File: src/orc_pkg.sv
/*
  Shared constants and types of the output relay controller.
  Assumes a 10 MHz system clock and a 32-bit AXI4-Lite register bus.
*/
`default_nettype none
package orc_pkg;
  // Clock and timing
  localparam int unsigned CLK_KHZ       = 10000;  // System clock in kHz
  localparam int unsigned TICK_MS       = 500;    // Delay step in ms
  localparam int unsigned TICK_CYCLES   = CLK_KHZ * TICK_MS;  // Cycles per step
  // Register byte offsets
  localparam logic [7:0] OFS_CTRL       = 8'h00;  // Mode and trigger
  localparam logic [7:0] OFS_DELAY      = 8'h04;  // Transition delay
  localparam logic [7:0] OFS_MANUAL     = 8'h08;  // Manual relay command
  localparam logic [7:0] OFS_LIST       = 8'h0c;  // List relay command
  localparam logic [7:0] OFS_STATUS     = 8'h10;  // Live state
  localparam logic [7:0] OFS_IRQ_STAT   = 8'h14;  // Sticky events
  localparam logic [7:0] OFS_IRQ_MASK   = 8'h18;  // Event mask
  localparam logic [7:0] OFS_SECURE     = 8'h1c;  // Security clear
  // Field positions
  localparam int MODE_LSB               = 0;      // CTRL mode [1:0]
  localparam int TRIG_LSB               = 2;      // CTRL trigger [3:2]
  localparam int DELAY_W                = 9;      // Delay in half seconds
  localparam int IRQ_W                  = 3;      // Event count
  localparam int EV_RELAY_ON            = 0;      // Relay energized
  localparam int EV_RELAY_OFF           = 1;      // Relay released
  localparam int EV_DELAY_REJ           = 2;      // Delay write refused
  // Reset values and limits
  localparam logic [DELAY_W-1:0] DELAY_RST = 9'h002;  // One second
  localparam logic [DELAY_W-1:0] DELAY_MIN = 9'h001;  // Half a second
  localparam logic [DELAY_W-1:0] DELAY_MAX = 9'h100;  // 128 seconds
  localparam logic [1:0] RESP_OKAY      = 2'h0;   // AXI OKAY
  localparam logic [1:0] RESP_SLVERR    = 2'h2;   // AXI SLVERR
  // Relay mode
  typedef enum logic [1:0] {
    fault_driven_mode = 2'h0,
    manual_relay_mode = 2'h1,
    list_relay_mode   = 2'h2
  } orc_mode_t;
  // Fault sub-selection
  typedef enum logic [1:0] {
    any_fault_trigger = 2'h0,
    volt_to_curr_trig = 2'h1,
    curr_to_volt_trig = 2'h2
  } orc_trig_t;
  // Transition timing states
  typedef enum logic [2:0] {
    TR_IDLE    = 3'b001,
    TR_TIMING  = 3'b010,
    TR_TRIPPED = 3'b100
  } orc_tr_state_t;
  // Status from the supply core
  typedef struct packed {
    logic fault;      // Any system fault
    logic cc_reg;     // 1 constant current, 0 constant voltage
    logic out_en;     // Output enabled
  } orc_core_t;
endpackage : orc_pkg
`default_nettype wire

File: src/orc_relay_ctrl.sv
/*
  Output relay controller: fault, manual and list modes behind AXI4-Lite.
  Assumes core status pins are asynchronous and are synchronised here.
*/
// Implementation choices: the placing of the registers and the AXI4-Lite slave port.
`default_nettype none
module orc_relay_ctrl #(
  parameter int unsigned TICK_CYCLES = orc_pkg::TICK_CYCLES  // Cycles per half second
) (
  // Clock and reset
  input  wire logic        aclk,
  input  wire logic        aresetn,
  // AXI4-Lite write address
  input  wire logic        s_axi_awvalid,
  output logic             s_axi_awready,
  input  wire logic [7:0]  s_axi_awaddr,
  // AXI4-Lite write data
  input  wire logic        s_axi_wvalid,
  output logic             s_axi_wready,
  input  wire logic [31:0] s_axi_wdata,
  input  wire logic [3:0]  s_axi_wstrb,
  // AXI4-Lite write response
  output logic             s_axi_bvalid,
  input  wire logic        s_axi_bready,
  output logic [1:0]       s_axi_bresp,
  // AXI4-Lite read address
  input  wire logic        s_axi_arvalid,
  output logic             s_axi_arready,
  input  wire logic [7:0]  s_axi_araddr,
  // AXI4-Lite read data
  output logic             s_axi_rvalid,
  input  wire logic        s_axi_rready,
  output logic [31:0]      s_axi_rdata,
  output logic [1:0]       s_axi_rresp,
  // Supply core status pins
  input  wire logic        fault_in,
  input  wire logic        cc_reg_in,
  input  wire logic        out_en_in,
  // Relay and interrupt
  output logic             relay_drive,
  output logic             irq
);

  // Merge a write word into a register under byte strobes
  function automatic logic [31:0] strb_merge(input logic [31:0] old_v,
                                             input logic [31:0] new_v,
                                             input logic [3:0]  strb);
    logic [31:0] res;
    res = old_v;
    for (int b = 0; b < 4; b++)
    begin
      if (strb[b])
      begin
        res[b*8 +: 8] = new_v[b*8 +: 8];
      end
    end
    return res;
  endfunction : strb_merge

  // Pin synchronisers, two stages each
  orc_pkg::orc_core_t sync1_reg;      // First stage, read only by second
  orc_pkg::orc_core_t core_reg;       // Synchronised core status
  orc_pkg::orc_core_t core_d_reg;     // One cycle older, for edges

  always_ff @(posedge aclk)
  begin
    if (!aresetn)
    begin
      sync1_reg  <= '0;
      core_reg   <= '0;
      core_d_reg <= '0;
    end
    else
    begin
      sync1_reg  <= '{fault: fault_in, cc_reg: cc_reg_in, out_en: out_en_in};
      core_reg   <= sync1_reg;
      core_d_reg <= core_reg;
    end
  end

  // Bus capture state
  logic              aw_held_reg;     // Write address captured
  logic [7:0]        aw_addr_reg;     // Captured write address
  logic              w_held_reg;      // Write data captured
  logic [31:0]       w_data_reg;      // Captured write data
  logic [3:0]        w_strb_reg;      // Captured strobes
  logic              bvalid_reg;      // Write response pending
  logic [1:0]        bresp_reg;       // Write response code
  logic              rvalid_reg;      // Read data pending
  logic [31:0]       rdata_reg;       // Read data word
  logic [1:0]        rresp_reg;       // Read response code

  // Configuration and live state
  orc_pkg::orc_mode_t          mode_reg;      // Relay mode
  orc_pkg::orc_trig_t          trig_reg;      // Fault sub-selection
  logic [orc_pkg::DELAY_W-1:0] delay_reg;     // Delay in half seconds
  logic                        man_reg;       // Manual relay command
  logic                        list_reg;      // List relay command
  logic [orc_pkg::IRQ_W-1:0]   irq_stat_reg;  // Sticky events
  logic [orc_pkg::IRQ_W-1:0]   irq_mask_reg;  // Event mask
  orc_pkg::orc_tr_state_t      tr_state_reg;  // Transition timing state
  logic [22:0]                 pre_reg;       // Half-second prescaler
  logic [orc_pkg::DELAY_W-1:0] ticks_reg;     // Half seconds elapsed
  logic                        relay_reg;     // Relay drive
  logic                        irq_reg;       // Interrupt level

  // Write decode: a write fires when address and data are both held
  wire        wr_fire   = aw_held_reg && w_held_reg && !bvalid_reg;
  wire [31:0] wr_word   = w_data_reg;
  wire        wr_ctrl   = wr_fire && (aw_addr_reg == orc_pkg::OFS_CTRL);
  wire        wr_delay  = wr_fire && (aw_addr_reg == orc_pkg::OFS_DELAY);
  wire        wr_manual = wr_fire && (aw_addr_reg == orc_pkg::OFS_MANUAL);
  wire        wr_list   = wr_fire && (aw_addr_reg == orc_pkg::OFS_LIST);
  wire        wr_istat  = wr_fire && (aw_addr_reg == orc_pkg::OFS_IRQ_STAT);
  wire        wr_imask  = wr_fire && (aw_addr_reg == orc_pkg::OFS_IRQ_MASK);
  wire        wr_secure = wr_fire && (aw_addr_reg == orc_pkg::OFS_SECURE);
  wire        wr_ro     = wr_fire && (aw_addr_reg == orc_pkg::OFS_STATUS);
  wire        wr_hit    = wr_ctrl | wr_delay | wr_manual | wr_list |
                          wr_istat | wr_imask | wr_secure | wr_ro;

  // Strobed write values
  wire [31:0] ctrl_new  = strb_merge({28'h0000000, trig_reg, mode_reg}, wr_word, w_strb_reg);
  wire [31:0] delay_new = strb_merge({23'h000000, delay_reg}, wr_word, w_strb_reg);
  wire [31:0] man_new   = strb_merge({31'h00000000, man_reg}, wr_word, w_strb_reg);
  wire [31:0] list_new  = strb_merge({31'h00000000, list_reg}, wr_word, w_strb_reg);
  wire [31:0] clr_new   = strb_merge(32'h00000000, wr_word, w_strb_reg);
  wire [31:0] mask_new  = strb_merge({29'h00000000, irq_mask_reg}, wr_word, w_strb_reg);

  // Mode and trigger only accept their three encodings
  wire [1:0] mode_w   = ctrl_new[orc_pkg::MODE_LSB +: 2];
  wire [1:0] trig_w   = ctrl_new[orc_pkg::TRIG_LSB +: 2];
  wire       mode_ok  = (mode_w != 2'h3);
  wire       trig_ok  = (trig_w != 2'h3);
  wire       sec_clr  = wr_secure && clr_new[0];
  wire       cfg_chg  = sec_clr || (wr_ctrl && mode_ok && trig_ok &&
                        ((mode_w != mode_reg) || (trig_w != trig_reg)));

  // Delay range check; zero and above 128 s are refused
  wire [orc_pkg::DELAY_W-1:0] delay_w = delay_new[orc_pkg::DELAY_W-1:0];
  wire delay_ok  = (delay_new[31:orc_pkg::DELAY_W] == '0) &&
                   (delay_w >= orc_pkg::DELAY_MIN) &&
                   (delay_w <= orc_pkg::DELAY_MAX);
  wire delay_rej = wr_delay && !delay_ok;

  // Configuration registers
  always_ff @(posedge aclk)
  begin
    if (!aresetn)
    begin
      mode_reg  <= orc_pkg::fault_driven_mode;
      trig_reg  <= orc_pkg::any_fault_trigger;
      delay_reg <= orc_pkg::DELAY_RST;
      man_reg   <= 1'b0;
      list_reg  <= 1'b0;
    end
    else
    begin
      if (sec_clr)
      begin
        mode_reg <= orc_pkg::fault_driven_mode;
        trig_reg <= orc_pkg::any_fault_trigger;
      end
      else if (wr_ctrl && mode_ok && trig_ok)
      begin
        mode_reg <= orc_pkg::orc_mode_t'(mode_w);
        trig_reg <= orc_pkg::orc_trig_t'(trig_w);
      end
      if (wr_delay && delay_ok)
      begin
        delay_reg <= delay_w;
      end
      if (wr_manual)
      begin
        man_reg <= man_new[0];
      end
      if (wr_list)
      begin
        list_reg <= list_new[0];
      end
    end
  end

  // Transition detection for the selected trigger
  wire in_new   = (trig_reg == orc_pkg::volt_to_curr_trig) ? core_reg.cc_reg
                                                           : !core_reg.cc_reg;
  wire was_old  = (trig_reg == orc_pkg::volt_to_curr_trig) ? !core_d_reg.cc_reg
                                                           : core_d_reg.cc_reg;
  wire trans_on = (mode_reg == orc_pkg::fault_driven_mode) &&
                  (trig_reg != orc_pkg::any_fault_trigger);
  wire entered  = trans_on && core_reg.out_en && in_new && was_old;
  wire tick     = (pre_reg == 23'(TICK_CYCLES - 1));
  wire expired  = tick && ((ticks_reg + 9'h001) >= delay_reg);
  wire leave    = !in_new || !core_reg.out_en;

  // Next transition state
  orc_pkg::orc_tr_state_t tr_next;
  always_comb
  begin
    tr_next = tr_state_reg;
    case (tr_state_reg)
      orc_pkg::TR_IDLE:
      begin
        if (entered)
        begin
          tr_next = orc_pkg::TR_TIMING;
        end
      end
      orc_pkg::TR_TIMING:
      begin
        if (leave)
        begin
          tr_next = orc_pkg::TR_IDLE;
        end
        else if (expired)
        begin
          tr_next = orc_pkg::TR_TRIPPED;
        end
      end
      orc_pkg::TR_TRIPPED:
      begin
        if (leave)
        begin
          tr_next = orc_pkg::TR_IDLE;
        end
      end
      default:
      begin
        tr_next = orc_pkg::TR_IDLE;
      end
    endcase
    if (cfg_chg || !trans_on)
    begin
      tr_next = orc_pkg::TR_IDLE;
    end
  end

  // Timing state, prescaler and tick count
  always_ff @(posedge aclk)
  begin
    if (!aresetn)
    begin
      tr_state_reg <= orc_pkg::TR_IDLE;
      pre_reg      <= '0;
      ticks_reg    <= '0;
    end
    else
    begin
      tr_state_reg <= tr_next;
      if (tr_next != orc_pkg::TR_TIMING || tr_state_reg != orc_pkg::TR_TIMING)
      begin
        pre_reg   <= '0;
        ticks_reg <= '0;
      end
      else if (tick)
      begin
        pre_reg   <= '0;
        ticks_reg <= ticks_reg + 9'h001;
      end
      else
      begin
        pre_reg <= pre_reg + 23'h000001;
      end
    end
  end

  // Relay drive chosen by mode
  wire fault_drive = core_reg.fault ||
                     (tr_state_reg == orc_pkg::TR_TRIPPED);
  logic relay_next;
  always_comb
  begin
    case (mode_reg)
      orc_pkg::fault_driven_mode: relay_next = fault_drive;
      orc_pkg::manual_relay_mode: relay_next = man_reg;
      orc_pkg::list_relay_mode:   relay_next = list_reg;
      default:                    relay_next = 1'b0;
    endcase
  end

  // Events: relay on, relay off, refused delay
  wire [orc_pkg::IRQ_W-1:0] ev_set;
  assign ev_set[orc_pkg::EV_RELAY_ON]  = relay_next && !relay_reg;
  assign ev_set[orc_pkg::EV_RELAY_OFF] = !relay_next && relay_reg;
  assign ev_set[orc_pkg::EV_DELAY_REJ] = delay_rej;
  wire [orc_pkg::IRQ_W-1:0] ev_clr = wr_istat ? clr_new[orc_pkg::IRQ_W-1:0] : '0;
  wire [orc_pkg::IRQ_W-1:0] stat_next = (irq_stat_reg & ~ev_clr) | ev_set;

  // Relay, sticky status and interrupt
  always_ff @(posedge aclk)
  begin
    if (!aresetn)
    begin
      relay_reg    <= 1'b0;
      irq_stat_reg <= '0;
      irq_mask_reg <= '0;
      irq_reg      <= 1'b0;
    end
    else
    begin
      relay_reg    <= relay_next;
      irq_stat_reg <= stat_next;
      if (wr_imask)
      begin
        irq_mask_reg <= mask_new[orc_pkg::IRQ_W-1:0];
      end
      irq_reg <= |(stat_next & (wr_imask ? mask_new[orc_pkg::IRQ_W-1:0] : irq_mask_reg));
    end
  end

  // Read decode
  wire [7:0] ra = s_axi_araddr;
  wire [31:0] status_word = {27'h0000000, (tr_state_reg == orc_pkg::TR_TIMING),
                             core_reg.out_en, core_reg.cc_reg, core_reg.fault,
                             relay_reg};
  logic [31:0] rd_word;
  logic        rd_hit;
  always_comb
  begin
    rd_hit = 1'b1;
    case (ra)
      orc_pkg::OFS_CTRL:     rd_word = {28'h0000000, trig_reg, mode_reg};
      orc_pkg::OFS_DELAY:    rd_word = {23'h000000, delay_reg};
      orc_pkg::OFS_MANUAL:   rd_word = {31'h00000000, man_reg};
      orc_pkg::OFS_LIST:     rd_word = {31'h00000000, list_reg};
      orc_pkg::OFS_STATUS:   rd_word = status_word;
      orc_pkg::OFS_IRQ_STAT: rd_word = {29'h00000000, irq_stat_reg};
      orc_pkg::OFS_IRQ_MASK: rd_word = {29'h00000000, irq_mask_reg};
      orc_pkg::OFS_SECURE:   rd_word = 32'h00000000;
      default:
      begin
        rd_word = 32'h00000000;
        rd_hit  = 1'b0;
      end
    endcase
  end
  wire rd_take = s_axi_arvalid && s_axi_arready;

  // Write channel handshakes
  always_ff @(posedge aclk)
  begin
    if (!aresetn)
    begin
      aw_held_reg <= 1'b0;
      aw_addr_reg <= '0;
      w_held_reg  <= 1'b0;
      w_data_reg  <= '0;
      w_strb_reg  <= '0;
      bvalid_reg  <= 1'b0;
      bresp_reg   <= orc_pkg::RESP_OKAY;
    end
    else
    begin
      if (s_axi_awvalid && s_axi_awready)
      begin
        aw_held_reg <= 1'b1;
        aw_addr_reg <= {s_axi_awaddr[7:2], 2'b00};
      end
      if (s_axi_wvalid && s_axi_wready)
      begin
        w_held_reg <= 1'b1;
        w_data_reg <= s_axi_wdata;
        w_strb_reg <= s_axi_wstrb;
      end
      if (wr_fire)
      begin
        bvalid_reg <= 1'b1;
        bresp_reg  <= wr_hit ? orc_pkg::RESP_OKAY : orc_pkg::RESP_SLVERR;
      end
      else if (bvalid_reg && s_axi_bready)
      begin
        bvalid_reg  <= 1'b0;
        aw_held_reg <= 1'b0;
        w_held_reg  <= 1'b0;
      end
    end
  end

  // Read channel handshakes
  always_ff @(posedge aclk)
  begin
    if (!aresetn)
    begin
      rvalid_reg <= 1'b0;
      rdata_reg  <= '0;
      rresp_reg  <= orc_pkg::RESP_OKAY;
    end
    else if (rd_take)
    begin
      rvalid_reg <= 1'b1;
      rdata_reg  <= rd_word;
      rresp_reg  <= rd_hit ? orc_pkg::RESP_OKAY : orc_pkg::RESP_SLVERR;
    end
    else if (rvalid_reg && s_axi_rready)
    begin
      rvalid_reg <= 1'b0;
    end
  end

  // Ready flags are registered so every output comes from a flop
  logic awready_reg;
  logic wready_reg;
  logic arready_reg;
  always_ff @(posedge aclk)
  begin
    if (!aresetn)
    begin
      awready_reg <= 1'b0;
      wready_reg  <= 1'b0;
      arready_reg <= 1'b0;
    end
    else
    begin
      awready_reg <= !(aw_held_reg || (s_axi_awvalid && awready_reg)) ||
                     (bvalid_reg && s_axi_bready);
      wready_reg  <= !(w_held_reg || (s_axi_wvalid && wready_reg)) ||
                     (bvalid_reg && s_axi_bready);
      arready_reg <= !rvalid_reg && !(s_axi_arvalid && arready_reg);
    end
  end

  // Output wiring
  assign s_axi_awready = awready_reg;
  assign s_axi_wready  = wready_reg;
  assign s_axi_bvalid  = bvalid_reg;
  assign s_axi_bresp   = bresp_reg;
  assign s_axi_arready = arready_reg;
  assign s_axi_rvalid  = rvalid_reg;
  assign s_axi_rdata   = rdata_reg;
  assign s_axi_rresp   = rresp_reg;
  assign relay_drive   = relay_reg;
  assign irq           = irq_reg;

endmodule : orc_relay_ctrl
`default_nettype wire

File: config.mk
export PLATFORM = sky130hd
export DESIGN_NAME = orc_relay_ctrl
export DESIGN_NICKNAME = d
export VERILOG_FILES = /design/src/orc_pkg.sv /design/src/orc_relay_ctrl.sv
export SDC_FILE = /design/constraint.sdc
export NUM_CORES = 1
export LEC_CHECK = 0
export BUFFER_PORTS_ARGS = -buffer_cell sky130_fd_sc_hd__buf_2
export CORE_ASPECT_RATIO = 0.9
export CORE_UTILIZATION = 50
export CTS_CLUSTER_SIZE = 30
export DETAILED_ROUTE_END_ITERATION = 16
export PLACE_DENSITY_LB_ADDON = 0.25
export SKIP_LAST_GASP = 1
export SLEW_MARGIN = 20
export SYNTH_ARGS = -nofsm -noshare
export SYNTH_HDL_FRONTEND = slang
export SYNTH_SLANG_ARGS = --single-unit
File: constraint.sdc
create_clock -name aclk -period 8.1 [get_ports aclk]
set_input_delay 1.62 -clock aclk [delete_from_list [all_inputs] [get_ports aclk]]
set_output_delay 1.62 -clock aclk [all_outputs]
set_load 0.03 [all_outputs]
==> results.md <==
- Run status: finished clean
- Synth Area in XOR/XNOR: 5.82%
- Cts hold-fix bufs: 0
- Inst Count DP: 922
- Final Total Pwr: 1.42 mW
- Crit Path Category: primary input to register
- FF-to-FF setup slack: 5.06 ns
- Layout Area Growth over Synthesis: 14.4%
- Final std cells w/o fill: 951
- Ports: 105
- Critical Path RT: 8.41 ns
- Synth top cells by count: 125 x dfxtp_1, 109 x nand2_1, 70 x a21oi_1
- Commonest register cell after synthesis: dfxtp_1
- Post-Syn Area: 6170 sq um
- Share of layout cells above drive strength 1: 16.6%
- WL final: 13900 um
- DRT antenna net count: 0
- Post-synthesis compound-gate area fraction: 15.9%
- Final nets: around 850
- Simple-gate share of the synthesized area: 25.7%
- Vias per cell: 5.58
- Routing usage on met1: 29.9%
- Clock Path Buffers: 2
- Post-synthesis sequential element count: around 130
- Filler cell count: roughly 1100
- HPWL Detailed: 9840 um
- Main combinational cell family by area after synthesis: simple AND/OR/NAND/NOR gates
- Number of global-route vias before repair: roughly 5000
- Max Slew Vio Count: 0
- Drt pass-1 iters: 7
- Buf/Inv on CP: 1
- Finish-stage setup viols: 0
- Global Route met2 Usage: 36.1%
- Antenna violations before repair: 0
- Post CTS Setup Buffer Count: 0
- Ant. Diodes: 0
- # rows: 38
- Port buffer count: a little under 80
- Initial core utilization: 51.3%
- Reg-to-Reg Start: ticks_reg[0]
- Worst reg2reg endpoint: ticks_reg[3]
- CP Launch Type: primary input
- Hold Path Class: register to register
- Worst reg2reg path depth: 11
- Mapped Cells: 719
- Clk_skew: 0.00569 ns
- Synth top area share: 40.6%
- Avg WL per Cell: 14.6 um
- CTS tree: done
- Mean Syn Cell Area: 8.58 sq um
- CTS Sinks: 125
- Die width: 119 um
- Critical Path AT: 3.44 ns
- Die height: 107 um
- Global-route wire length before repair: 23300 um
- Crit path max-delay family: simple AND/OR/NAND/NOR gates
- Most common cell in the netlist: dfxtp_1
- Slowest cell on the critical path: nand3_2
- Met3 GRT Util: 5.51%
- Placer Congestion: between 0.8 and 0.9
- Global route total overflow: 0
- Hold path endpoint: core_reg[2]
- Initial DRC Count: 312
- Register area share after synthesis: about two fifths
- Area taken by multi-input logic gates: 3360 sq um
- EDFF count, synth: 0
- Yosys top cell by area: dfxtp_1
- Max FO, Critical Path: 30
- # DRC: 0
- Core Area: approximately 12000 sq um
- Worst Tran Pin Value: 0.778 ns
- Crit path capture type: register
- Yosys Warn Count: 0
- Root buffer cell: clkbuf_16
- Final worst path period need: 3.13 ns
- CTS resizes: 0
- RSZ-0062 raised after global routing: false
- Slew Limit Headroom: 47.7%
- CTS clk-pin slew, worst paths: 0.05 ns
- Leakage: 2.56 nW
- Highest Clock Rate: 0.319 GHz
- Clock latency on the worst-skew pair: 0.42 ns
- Post-synthesis async set-or-reset flop share: 0%
- Peak VDD IR: 144 uV
- Largest net degree at the start of global routing: 62
- Unique cell type count in the Yosys netlist: 75
- Most Crowded Layer GR: met2
- Crit-path max cell delay: 0.55 ns
- Number of hold violations in the final report: 0
- Final core utilization: 58.7%
- Hold path depth: 1
- Pwr dens: between 200 and 250 nW/um^2
- MaxCap Viol Count: 0
- Reg area: ~2500 sq um
- Crit-path cells: buf_2 > o31ai_2 > nor3_1 > nand3_2 > a211oi_1
- Final cycle utilization of the critical path: 38.6%
- CTS Buf Count: 17
- HP Start: sync1_reg[2]
- Total negative slack: 0 ns
- Mux share of post-synthesis cell area: ~3.1%
- Gr usage total: 22.9%
- Total die area: 12800 sq um
- Fraction of the mapped netlist area in adder cells: 2.23%
- Area contributors post-synth: dfxtp_1 41%, nand2_1 6.6%, a21oi_1 5.7%
- CTS H-tree depth: 4
- Via count: 5305
- Largest register FFs: 32
-- routing by layer --
layer,share of wire (%),vias to the layer above
met5,0,-
met4,2.1,0
met3,6.2,33
li1,-,2643
met2,44,178
met1,47,2451
-- layout make-up --
cell class / count / share of cell area (%)
sequential: 125 / 35.5
multi-input combinational: 540 / 47.6
timing repair buffer: 79 / 5.78
tap: 160 / 2.84
clock inverter: 1 / 0.0709
inverter: 18 / 0.957
clock buffer: 28 / 7.32
-- placed cells by master (no fill, tap or decap), types with 5 or more instances in the layout --
cell type and instances:
a211oi_1 8, a21oi_1 70, a22oi_1 7, and2_1 11
and4_1 6, buf_2 77, clkbuf_1 6, clkbuf_16 17
clkbuf_8 5, conb_1 25, dfxtp_1 125, ha_1 11
inv_1 16, mux2i_1 12, nand2_1 108, nand2b_1 7
nand3_1 22, nand4_1 10, nor2_1 43, nor2b_1 6
nor3_1 40, nor3b_1 5, nor4_1 5, o2111ai_1 8
o211ai_1 5, o21ai_0 10, o41ai_1 8, or4_1 5
xnor2_1 29, xor2_1 12
-- power breakdown --
group	internal, mW	switching [mW]
Combinational	0.0341	0.0646
Clock	0.425	0.247
Sequential	0.631	0.0146
Total	1.09	0.326
-- kinds of logic (layout without fill, tap and decap cells) --
family	after synthesis	in the layout
and+or+nand+nor	300	300
AOI/OAI and AO/OA	147	147
DFF	125	125
buffers and inverters	78	126
xor gates and xnor gates	41	41
muxes	16	16
adders and majority gates	11	11
other	1	25
-- worst max-delay path by stage --
stage / startpoint / end / slack [ns] / depth (start not counted)
finish: aresetn / ticks_reg[2] / 4.97 / 5
global route: ticks_reg[0] / ticks_reg[3] / 4.81 / 11
CTS: aresetn / ticks_reg[2] / 4.59 / 5
detailed placement: aresetn / ticks_reg[2] / 4.15 / 5
global placement: aresetn / ticks_reg[1] / 4.32 / 5
floorplan: s_axi_araddr[5] / s_axi_rdata[5] / 5.26 / 5
-- metrics by stage --
stage / area [sq um] / hold slack [ns] / worst slack, ns
after CTS: 7040 / 0.443 / 4.59
after global routing: 7060 / 0.453 / 4.81
after detailed placement: 6520 / 0.421 / 4.15
after global placement: 6510 / 0.423 / 4.32
after floorplan: 6260 / 0.412 / 5.26
final: 7060 / 0.439 / 4.97
(Power assumes the default switching activity.)
